[src/hw/wdt_pkg.sv]
// Shared constants for the watchdog timer unit: register map, field layout,
// reset values and timebase figures.
// Assumes a 200 MHz system clock and a 32-bit classic Wishbone register bus.
package wdt_pkg;

  // Register byte addresses on the bus
  localparam logic [7:0] WDT_ADR_CTRL = 8'hc0;
  localparam logic [7:0] WDT_ADR_STS = 8'hc4;
  localparam logic [7:0] WDT_ADR_MASK = 8'hc8;
  localparam logic [7:0] WDT_ADR_BIT = 8'hcc;

  // Control byte field positions
  localparam int WDT_PRE_HI = 7;
  localparam int WDT_PRE_LO = 4;
  localparam int WDT_IRQ_SEL_BIT = 3;
  localparam int WDT_FLAG_BIT = 2;
  localparam int WDT_EN_BIT = 1;
  localparam int WDT_UNLOCK_BIT = 0;

  // Single-bit access word: bit index and value
  localparam int WDT_BIT_IDX_HI = 2;
  localparam int WDT_BIT_VAL = 3;

  // Reset values
  localparam logic [7:0] WDT_CTRL_RST = 8'h10;
  localparam logic [3:0] WDT_PRE_RST = 4'h1;

  // Prescale codes
  localparam logic [3:0] WDT_PRE_IMMEDIATE = 4'h8;
  localparam logic [3:0] WDT_PRE_TIMED_MAX = 4'h7;

  // Interrupt status and mask layout
  localparam int WDT_IRQ_W = 1;
  localparam int WDT_IRQ_TIMEOUT = 0;

  // Timebase
  localparam int WDT_CNT_W = 16;
  localparam logic [16:0] WDT_BASE_PERIODS = 17'h00200;
  localparam int WDT_CLK_PERIOD_NS = 5;
  localparam int WDT_CLK_HZ = 1000000000 / WDT_CLK_PERIOD_NS;
  localparam int WDT_TICK_HZ = 32768;

  // Bus data width
  localparam int WDT_DW = 32;

endpackage

[src/hw/wdt_top.sv]
// Watchdog timer unit with its classic Wishbone register slave.
// Assumes one clock, an asynchronous power-on reset, and a system that
// resets itself when wd_reset_o pulses; this block survives that pulse.
`timescale 1ns/10ps
module wdt_top #(
  parameter int CLK_HZ = wdt_pkg::WDT_CLK_HZ,
  parameter int TICK_HZ = wdt_pkg::WDT_TICK_HZ
) (
  input wire logic clk,
  input wire logic rst_n,
  input wire logic wb_cyc_i,
  input wire logic wb_stb_i,
  input wire logic wb_we_i,
  input wire logic [7:0] wb_adr_i,
  input wire logic [3:0] wb_sel_i,
  input wire logic [wdt_pkg::WDT_DW-1:0] wb_dat_i,
  output logic [wdt_pkg::WDT_DW-1:0] wb_dat_o,
  output logic wb_ack_o,
  output logic irq_o,
  output logic wd_reset_o
);
  import wdt_pkg::*;

  logic rst_meta_ff;
  logic rst_sync_n;
  logic ack_ff;
  logic [WDT_DW-1:0] rdat_ff;
  logic irq_ff;
  logic wd_reset_ff;
  logic [3:0] pre_ff;
  logic irq_sel_ff;
  logic flag_ff;
  logic en_ff;
  logic unlock_ff;
  logic [WDT_IRQ_W-1:0] sts_ff;
  logic [WDT_IRQ_W-1:0] mask_ff;
  logic [31:0] acc_ff;
  logic tick_ff;
  logic [WDT_CNT_W-1:0] cnt_ff;

  logic [7:0] ctrl_rd;
  logic wr_hit;
  logic ctrl_wr;
  logic bit_wr;
  logic wr_any;
  logic [7:0] wr_val;
  logic accept;
  logic arm;
  logic [16:0] lim_full;
  logic [WDT_CNT_W-1:0] lim;
  logic timeout_evt;
  logic rst_evt;
  logic restart;
  logic [31:0] nxt_acc;
  logic [WDT_IRQ_W-1:0] evt_vec;

  // Reset release through two flops; assertion stays asynchronous
  always_ff @(posedge clk or negedge rst_n) begin
    if (!rst_n) begin
      rst_meta_ff <= 1'b0;
      rst_sync_n <= 1'b0;
    end else begin
      rst_meta_ff <= 1'b1;
      rst_sync_n <= rst_meta_ff;
    end
  end

  // Bus decode; writes land on the edge where the master sees ack
  assign wr_hit = wb_cyc_i && wb_stb_i && wb_we_i && ack_ff && wb_sel_i[0];
  assign ctrl_wr = wr_hit && (wb_adr_i == WDT_ADR_CTRL);
  assign bit_wr = wr_hit && (wb_adr_i == WDT_ADR_BIT);
  assign wr_any = ctrl_wr || bit_wr;
  assign ctrl_rd = {pre_ff, irq_sel_ff, flag_ff, en_ff, unlock_ff};

  // Single-bit access rewrites one bit of the current control byte
  always_comb begin
    wr_val = wb_dat_i[7:0];
    if (bit_wr) begin
      wr_val = ctrl_rd;
      wr_val[wb_dat_i[WDT_BIT_IDX_HI:0]] = wb_dat_i[WDT_BIT_VAL];
    end
  end

  // unlock then write
  // A locked write can only arm the unlock, nothing else changes
  assign accept = wr_any && unlock_ff;
  assign arm = wr_any && !unlock_ff && wr_val[WDT_UNLOCK_BIT];

  // prescale decode
  // Timed codes count 512 << code ticks; top terminal count 65535 still fits 16 bits
  assign lim_full = WDT_BASE_PERIODS << pre_ff[2:0];
  assign lim = lim_full[WDT_CNT_W-1:0] - {{(WDT_CNT_W-1){1'b0}}, 1'b1};

  always_comb begin
    timeout_evt = 1'b0;
    if (en_ff) begin
      if (pre_ff == WDT_PRE_IMMEDIATE) begin
        timeout_evt = 1'b1;
      end else if (pre_ff <= WDT_PRE_TIMED_MAX) begin
        timeout_evt = tick_ff && (cnt_ff == lim);
      end
    end
  end

  // code 8 always resets
  // Code 8 ignores the select bit; an interrupt storm would be useless
  assign rst_evt = timeout_evt && (!irq_sel_ff || pre_ff == WDT_PRE_IMMEDIATE);

  assign restart = !en_ff || timeout_evt || (accept && wr_val[WDT_EN_BIT]);

  // Fractional divider; exact 32.768 kHz average with no second clock
  always_comb begin
    nxt_acc = acc_ff + 32'(TICK_HZ);
    if (nxt_acc >= 32'(CLK_HZ)) begin
      nxt_acc = nxt_acc - 32'(CLK_HZ);
    end
  end

  always_ff @(posedge clk or negedge rst_sync_n) begin
    if (!rst_sync_n) begin
      acc_ff <= 32'h0;
      tick_ff <= 1'b0;
    end else begin
      acc_ff <= nxt_acc;
      tick_ff <= (acc_ff + 32'(TICK_HZ)) >= 32'(CLK_HZ);
    end
  end

  always_ff @(posedge clk or negedge rst_sync_n) begin
    if (!rst_sync_n) begin
      cnt_ff <= '0;
    end else if (restart) begin
      cnt_ff <= '0;
    end else if (tick_ff) begin
      cnt_ff <= cnt_ff + {{(WDT_CNT_W-1){1'b0}}, 1'b1};
    end
  end

  // reset mode reloads control, as the system reset would
  always_ff @(posedge clk or negedge rst_sync_n) begin
    if (!rst_sync_n) begin
      pre_ff <= WDT_CTRL_RST[WDT_PRE_HI:WDT_PRE_LO];
      irq_sel_ff <= WDT_CTRL_RST[WDT_IRQ_SEL_BIT];
      en_ff <= WDT_CTRL_RST[WDT_EN_BIT];
    end else if (rst_evt) begin
      pre_ff <= WDT_PRE_RST;
      irq_sel_ff <= 1'b0;
      en_ff <= 1'b0;
    end else if (accept) begin
      pre_ff <= wr_val[WDT_PRE_HI:WDT_PRE_LO];
      irq_sel_ff <= wr_val[WDT_IRQ_SEL_BIT];
      en_ff <= wr_val[WDT_EN_BIT];
    end
  end

  // sticky timeout flag
  // Power-on reset or an unlocked control write clears it; a timeout beats a clearing write
  always_ff @(posedge clk or negedge rst_sync_n) begin
    if (!rst_sync_n) begin
      flag_ff <= WDT_CTRL_RST[WDT_FLAG_BIT];
    end else if (timeout_evt) begin
      flag_ff <= 1'b1;
    end else if (accept) begin
      flag_ff <= wr_val[WDT_FLAG_BIT];
    end
  end

  // unlock arms one write
  // Any other bus write in between cancels the unlock
  always_ff @(posedge clk or negedge rst_sync_n) begin
    if (!rst_sync_n) begin
      unlock_ff <= WDT_CTRL_RST[WDT_UNLOCK_BIT];
    end else if (arm) begin
      unlock_ff <= 1'b1;
    end else if (wr_hit) begin
      unlock_ff <= 1'b0;
    end
  end

  always_ff @(posedge clk or negedge rst_sync_n) begin
    if (!rst_sync_n) begin
      wd_reset_ff <= 1'b0;
    end else begin
      wd_reset_ff <= rst_evt;
    end
  end

  // Interrupt-mode timeouts feed the sticky status
  always_comb begin
    evt_vec = '0;
    evt_vec[WDT_IRQ_TIMEOUT] = timeout_evt && !rst_evt;
  end

  // Status is write-one-to-clear; a new event wins over the clear
  always_ff @(posedge clk or negedge rst_sync_n) begin
    if (!rst_sync_n) begin
      sts_ff <= '0;
    end else if (wr_hit && wb_adr_i == WDT_ADR_STS) begin
      sts_ff <= (sts_ff & ~wb_dat_i[WDT_IRQ_W-1:0]) | evt_vec;
    end else begin
      sts_ff <= sts_ff | evt_vec;
    end
  end

  // Mask register
  always_ff @(posedge clk or negedge rst_sync_n) begin
    if (!rst_sync_n) begin
      mask_ff <= '0;
    end else if (wr_hit && wb_adr_i == WDT_ADR_MASK) begin
      mask_ff <= wb_dat_i[WDT_IRQ_W-1:0];
    end
  end

  // Level interrupt, registered so it comes straight from a flop
  always_ff @(posedge clk or negedge rst_sync_n) begin
    if (!rst_sync_n) begin
      irq_ff <= 1'b0;
    end else begin
      irq_ff <= |(sts_ff & mask_ff);
    end
  end

  // Ack one cycle after the request, dropped the cycle after
  always_ff @(posedge clk or negedge rst_sync_n) begin
    if (!rst_sync_n) begin
      ack_ff <= 1'b0;
    end else begin
      ack_ff <= wb_cyc_i && wb_stb_i && !ack_ff;
    end
  end

  // Read data latched with the ack; unmapped addresses read zero
  always_ff @(posedge clk or negedge rst_sync_n) begin
    if (!rst_sync_n) begin
      rdat_ff <= '0;
    end else if (wb_cyc_i && wb_stb_i && !ack_ff) begin
      case (wb_adr_i)
        WDT_ADR_CTRL: rdat_ff <= {24'h0, ctrl_rd};
        WDT_ADR_STS: rdat_ff <= {{(WDT_DW-WDT_IRQ_W){1'b0}}, sts_ff};
        WDT_ADR_MASK: rdat_ff <= {{(WDT_DW-WDT_IRQ_W){1'b0}}, mask_ff};
        default: rdat_ff <= '0;
      endcase
    end
  end

  assign wb_ack_o = ack_ff;
  assign wb_dat_o = rdat_ff;
  assign irq_o = irq_ff;
  assign wd_reset_o = wd_reset_ff;
endmodule

[config.mk]
export PLATFORM = sky130hd
export DESIGN_NAME = wdt_top
export DESIGN_NICKNAME = d
export VERILOG_FILES = /design/src/hw/wdt_pkg.sv /design/src/hw/wdt_top.sv
export SDC_FILE = /design/constraint.sdc
export NUM_CORES = 1
export LEC_CHECK = 0
export CAP_MARGIN = 20
export CORE_MARGIN = 1
export CORE_UTILIZATION = 40
export DETAILED_ROUTE_END_ITERATION = 16
export DONT_BUFFER_PORTS = 1
export HOLD_SLACK_MARGIN = 0.03
export PLACE_DENSITY_LB_ADDON = 0.12
export REMOVE_ABC_BUFFERS = 1
export SYNTH_ARGS = -nofsm -noshare
export SYNTH_HDL_FRONTEND = slang
export SYNTH_SLANG_ARGS = --single-unit
[constraint.sdc]
create_clock -name clk -period 2.9 [get_ports clk]
set_input_delay 0.435 -clock clk [delete_from_list [all_inputs] [get_ports clk]]
set_output_delay 0.435 -clock clk [all_outputs]
set_load 0.02 [all_outputs]
==> results of run 1 <==
==> placed cells by master (no fill, tap or decap), types with 6 or more instances in the layout <==
cell type / instances
clkbuf_8: 10
buf_4: 27
and3_1: 6
dfrtp_1: 61
xnor2_1: 32
and2_1: 7
nor3_1: 8
o21ai_1: 8
inv_1: 12
nor2b_1: 7
a21oi_1: 16
nor2_1: 44
a22o_1: 7
nand2_1: 29
nand3_1: 17
conb_1: 25
ha_1: 6
o211ai_1: 6
o21ai_0: 20
nand4_1: 17
xor2_1: 22
==> cells in the mapped netlist (3+ instances only) <==
master,instances,share of area
inv_1,12,0.011
nor2b_1,7,0.011
xnor2_1,32,0.070
o211ai_1,6,0.011
clkbuf_1,9,0.0084
nor3_1,8,0.010
nor4_1,4,0.0062
mux2i_1,5,0.012
a211oi_1,5,0.0094
and4_1,5,0.011
dfrtp_1,62,0.39
a21oi_1,16,0.020
o21ai_1,7,0.0087
ha_1,6,0.019
and3_1,6,0.0094
buf_2,6,0.0075
xor2_1,22,0.048
nor2_1,44,0.041
buf_4,25,0.047
o22ai_1,3,0.0047
nand2_1,29,0.027
nand3_1,17,0.021
and2_1,8,0.012
o21ai_0,21,0.026
a22o_1,7,0.015
nand4_1,17,0.027
==> cell type report <==
type,instances,area (µm²)
Tap cell,133,166
Timing Repair Buffer,30,253
Sequential cell,63,1580
Clock buffer,14,153
Clock inverter,2,35.0
Fill cell,963,5280
Multi-Input combinational cell,346,2210
Inverter,12,45.0
==> what timing repair did <==
item	CTS	global route
resized for setup	0	4
hold buffers	1	0
endpoints found under the setup margin	0	31
hold endpoints to repair	2	0
==> worst paths after layout <==
kind / from / end / slack [ns] / depth (start not counted)
max: pre_ff[0]$_DFFE_PN1P_ / cnt_ff[7]$_DFFE_PN0P_ / 0.19 / 11
min: wb_dat_i[0] / mask_ff$_DFFE_PN0P_ / 0.25 / 1
max reg2reg: pre_ff[0]$_DFFE_PN1P_ / cnt_ff[7]$_DFFE_PN0P_ / 0.19 / 11
min reg2reg: rst_meta_ff$_DFF_PN0_ / rst_sync_n$_DFF_PN0_ / 0.35 / 0
max in group asynchronous: rst_sync_n$_DFF_PN0_ / pre_ff[0]$_DFFE_PN1P_ / 1.74 / 1
min in group asynchronous: rst_n / rst_meta_ff$_DFF_PN0_ / 0.33 / 1
==> layer usage <==
layer / GRT usage / vias to the layer above
met4: 0.0505 / 0
met5: 0 / -
met2: 0.282 / 62
li1: - / 1551
met1: 0.219 / 1477
met3: 0.0472 / 9
==> flip-flops by register name, summed over array words and instances (netlist names), 4 cells and up <==
| name | flops |
|---|---|
| pre_ff | 4 |
| wb_dat_o | 8 |
| acc_ff | 23 |
| cnt_ff | 16 |
==> cell families after synthesis <==
kind of cell	count (synthesis)	share of synthesized area
compound gates	87	0.146
xor+xnor	54	0.118
fa+ha+maj	6	0.0187
buf+inv	54	0.0797
flops	63	0.394
mux	7	0.0181
other cells	2	0.00188
simple gates	167	0.223
==> power by group through the flow <==
stage               clock (mW)  sequential (mW)  combinational [mW]
finish                   0.750            0.898              0.0613
global route             0.817            0.900              0.0705
CTS                      0.786            0.899              0.0619
detailed placement           0            0.916              0.0602
global placement             0            0.915              0.0600
floorplan                    0            0.915              0.0473
==> metrics by stage <==
| stage | hold slack [ns] | std cells |
|---|---|---|
| 6_report | 0.247 | 600 |
| 2_1_floorplan | 0.139 | 421 |
| 5_1_grt | 0.220 | 600 |
| 3_3_place_gp | 0.139 | 583 |
| 3_5_place_dp | 0.139 | 583 |
| 4_1_cts | 0.231 | 600 |
==> worst max-delay path: stages, from the launching register on <==
cell	delay (ns)
dfstp_2	0.58
nor3_1	0.08
inv_1	0.08
ha_1	0.34
nor2b_1	0.21
mux2_2	0.16
a31oi_1	0.12
a2111oi_4	0.44
buf_4	0.19
nand4b_1	0.17
buf_12	0.17
nor2_1	0.06
==> impl_metrics.ini, run 1 <==
[sta]
skew_ns = 0.00640
tightestPinTransition_ns = 0.855
slew_headroom = 0.430
timing.setup.tns_ns = 0
slew_violations = 0
finalSetupViolCount = 0
fin_ws_ns = 0.190
fmax_mhz = 369
fin_crit_sh = 0.934
fin_crit_ns = 2.71
report.final.hold_viol_count = 0

[logic_synthesis]
ys_ff_latch = 63
synth-edff-count = 0
synth_cell_types = 64
async_reset_ff_frac = 1.00
syn_inst = 440
synth_ff_type = dfrtp_1
ys_seq_area_frac = 0.394
synth.avg_cell_area_um2 = 9.10
ys_warn_count = 0
netlist_area_um2 = 4010

[global_routing]
grt_max_degree = 38
grt_pass1_wl_um = 13900
grt_usage = 0.171
grt_pass1_vias = 2963
antenna_found_initial = 0
grt-ovfl-total = 0

[floorplan]
num_io_pins = 84
die_area_um2 = 10400
core_area_um2 = 9730
die_y_um = 102
start_util = 0.412
placementRows = 36
die_w_um = 102

[critical_path]
crit_required_ns = 3.13
start_kind = register
crit_fanout = 16
crit_type = register to register
critPathCaptureType = register
crit_arrival_ns = 2.94

[route]
drcViolationCount = 0
first_iter_violations = 103
drt-total-wl_um = 8320
viasPerCell = 5.17
dr_wl_met2_um = 3910
route.met3.wl_um = 377
detail-route-antenna-nets = 0
drt-met1-wl_um = 3920
wire_per_inst_um = 13.9
highest_layer = met4
first_pass_iters = 4
num_vias = 3099

[clock_tree]
cts_sinks = 63
cts_tree = built
cts-buffers-inserted = 9
cts_root_buf = clkbuf_8
clk_latency_ns = 0.34
post-cts-setup-buffers = 0
cts_htree_levels = 3
clockBufferDepth = 2
clk_pin_slew_ns = 0.07

[pwr]
p_sw_frac = 0.229
power_mw = 1.71
comb_power_share = 0.036
p_per_area_nw_per_um2 = 385
p_leak_nw = 1.83
p_sw_mw = 0.392
p_int_mw = 1.32
power.share.clock = 0.439
ir_drop_mv = 0.252
p_seq_frac = 0.525

[finish]
diodes = 0
finalInstanceArea_um2 = 4450
area_delta_synth_final_pct = 11.0
final_nets = 517
fin_util = 0.457
drive_gt1_frac = 0.131

[place]
port_buffers = 0
placed_cell_area_um2 = 4230
pre_cts_ws_ns = 0.0939
place.gp.congestion = 0.838
hpwl_um = 6130

[run]
maxCapViolCount = 0

[run_status]
status = completed

[min_path]
hold_class = input port to register
Power figures use the tool's default switching activity.
==> run 2, diff against run 1 <==
--- a/config.mk
+++ b/config.mk
@@ -6,6 +6,8 @@
 export NUM_CORES = 1
 export LEC_CHECK = 0
 export CAP_MARGIN = 20
+export CELL_PAD_IN_SITES_DETAIL_PLACEMENT = 1
+export CELL_PAD_IN_SITES_GLOBAL_PLACEMENT = 1
 export CORE_MARGIN = 1
 export CORE_UTILIZATION = 40
 export DETAILED_ROUTE_END_ITERATION = 16
==> run 2 against run 1 <==
- fmax increased by 0.63%
- setup slack improved by 0.017 ns
- sequential cell count unchanged
- non-clock buffer count increased by 2
- global-route usage increased by 2.9 points
- final cell count increased by 0.33%
- largest cell class unchanged
- highest routed layer unchanged
==> impl_metrics.ini, run 2 (synthesized netlist as in run 1, its figures left out) <==
[route]
detail-route-antenna-nets = 0
drt-total-wl_um = 9560
viasPerCell = 5.35
first_iter_violations = 96
wire_per_inst_um = 15.9
drcViolationCount = 0
num_vias = 3218
first_pass_iters = 4

[finish]
area_delta_synth_final_pct = 13.3
final_cell_mix = dfrtp_1 (61), nor2_1 (44), xnor2_1 (32), nand2_1 (29), buf_4 (27)
final_cells = 602
largest_reg_flops = 23
final_nets = 519
drive_gt1_frac = 0.145
fin_util = 0.466
diodes = 0
final_common_cell = dfrtp_1
regMostFlops = acc_ff
finalInstanceArea_um2 = 4540

[global_routing]
antenna_found_initial = 0
grt_pass1_wl_um = 16000
grt_usage = 0.200
grt-ovfl-total = 0
grt_max_degree = 35
grt_pass1_vias = 3282

[run_status]
status = completed

[place]
hpwl_um = 7170
place.gp.congestion = 0.827
placed_cell_area_um2 = 4270
place_inst = 585
port_buffers = 0

[critical_path]
crit_top_cell = xor2_1
cp_cell_sequence = nand4_2, nor4_2, xor2_1, or4b_4, a21oi_4, buf_12, o2111ai_1, xor2_1
crit_fanout = 10
crit_required_ns = 3.13
start_kind = register
startpoint = acc_ff[21]$_DFF_PN0_
cp_slowest_cell = or4b_4
crit_arrival_ns = 2.92
crit_type = register to register
crit_path_max_incr_delay_ns = 0.58
r2r-start = acc_ff[21]$_DFF_PN0_
critPathCaptureType = register

[floorplan]
num_io_pins = 84
die_w_um = 102
die_y_um = 102
die_area_um2 = 10400
start_util = 0.412
core_area_um2 = 9730
placementRows = 36

[sta]
slew_headroom = 0.550
fmax_mhz = 371
skew_ns = 0.00759
tightestPinTransition_ns = 0.673
timing.setup.tns_ns = 0
fin_crit_sh = 0.928
slew_violations = 0
fin_crit_ns = 2.69
report.final.hold_viol_count = 0
finalSetupViolCount = 0

[clock_tree]
cts_sinks = 63
cts-buffers-inserted = 9
cts_root_buf = clkbuf_8
clk_latency_ns = 0.36
clockBufferDepth = 2
cts_htree_levels = 3
cts_tree = built
clk_pin_slew_ns = 0.07
post-cts-setup-buffers = 0

[pwr]
p_per_area_nw_per_um2 = 423
ir_drop_mv = 0.241
p_leak_nw = 1.86

[run]
maxCapViolCount = 0

[min_path]
hold_class = input port to register
holdCritStartpoint = wb_dat_i[0]
==> run 2: changes by cell type in the layout (fill, tap and decap cells not counted), sizes merged <==
cell      previous run  this run
bufinv               1         3
clkinvlp             0         3
clkbuf              14         9
buf                 29        31
==> run 2: where the power goes <==
| part | internal, mW | leakage [nW] | switching [mW] |
|---|---|---|---|
| Combinational | 0.0144 | 0.898 | 0.0512 |
| Sequential | 0.883 | 0.850 | 0.0121 |
| Clock | 0.572 | 0.112 | 0.389 |
| Total | 1.47 | 1.86 | 0.452 |
==> run 2: per-layer routing <==
layer	part of all wire	track usage	vias to the layer above	wire [µm]
li1	-	-	1557	-
met1	0.46	0.256	1596	4380
met2	0.48	0.335	52	4630
met3	0.038	0.0390	13	363
met4	0.020	0.0758	0	189
met5	0	0	-	0
==> run 2: critical path, delay by kind of cell, from the launching register on <==
family	cells	cell delay, ns
AO/OA/AOI/OAI	2	0.31
AND/OR/NAND/NOR	3	1.26
flip-flops	1	0.52
buffers and inverters	1	0.15
XOR/XNOR	2	0.34
==> run 2: path summary, 6_finish.rpt <==
check,cells past startpoint,end,slack (ns)
max,8,acc_ff[16]$_DFF_PN0_,0.21
min,1,mask_ff$_DFFE_PN0P_,0.24
max reg2reg,8,acc_ff[16]$_DFF_PN0_,0.21
min reg2reg,0,acc_ff[13]$_DFFE_PN0N_,0.31
max in group asynchronous,1,pre_ff[0]$_DFFE_PN1P_,1.90
min in group asynchronous,1,rst_meta_ff$_DFF_PN0_,0.30
==> run 2: stage by stage <==
step / hold WS, ns / setup WS [ns] / power [mW]
floorplan: 0.139 / 0.282 / 0.963
global placement: 0.139 / 0.140 / 0.977
detailed placement: 0.139 / 0.0583 / 0.977
CTS: 0.218 / 0.0626 / 1.94
global route: 0.225 / -0.0112 / 1.99
finish: 0.235 / 0.208 / 1.92
==> run 2: repair_timing <==
action,4_1_cts,5_1_grt
gates resized for setup,0,3
endpoints found under the hold margin,2,0
endpoints found under the setup margin,0,24
hold buffers,1,0
==> run 2: layout make-up <==
type	count	area, µm²
Clock buffer	9	124
Timing Repair Buffer	32	293
Sequential cell	63	1580
Fill cell	1145	5190
Multi-Input combinational cell	346	2210
Clock inverter	7	121
Tap cell	133	166
Inverter	12	45.0
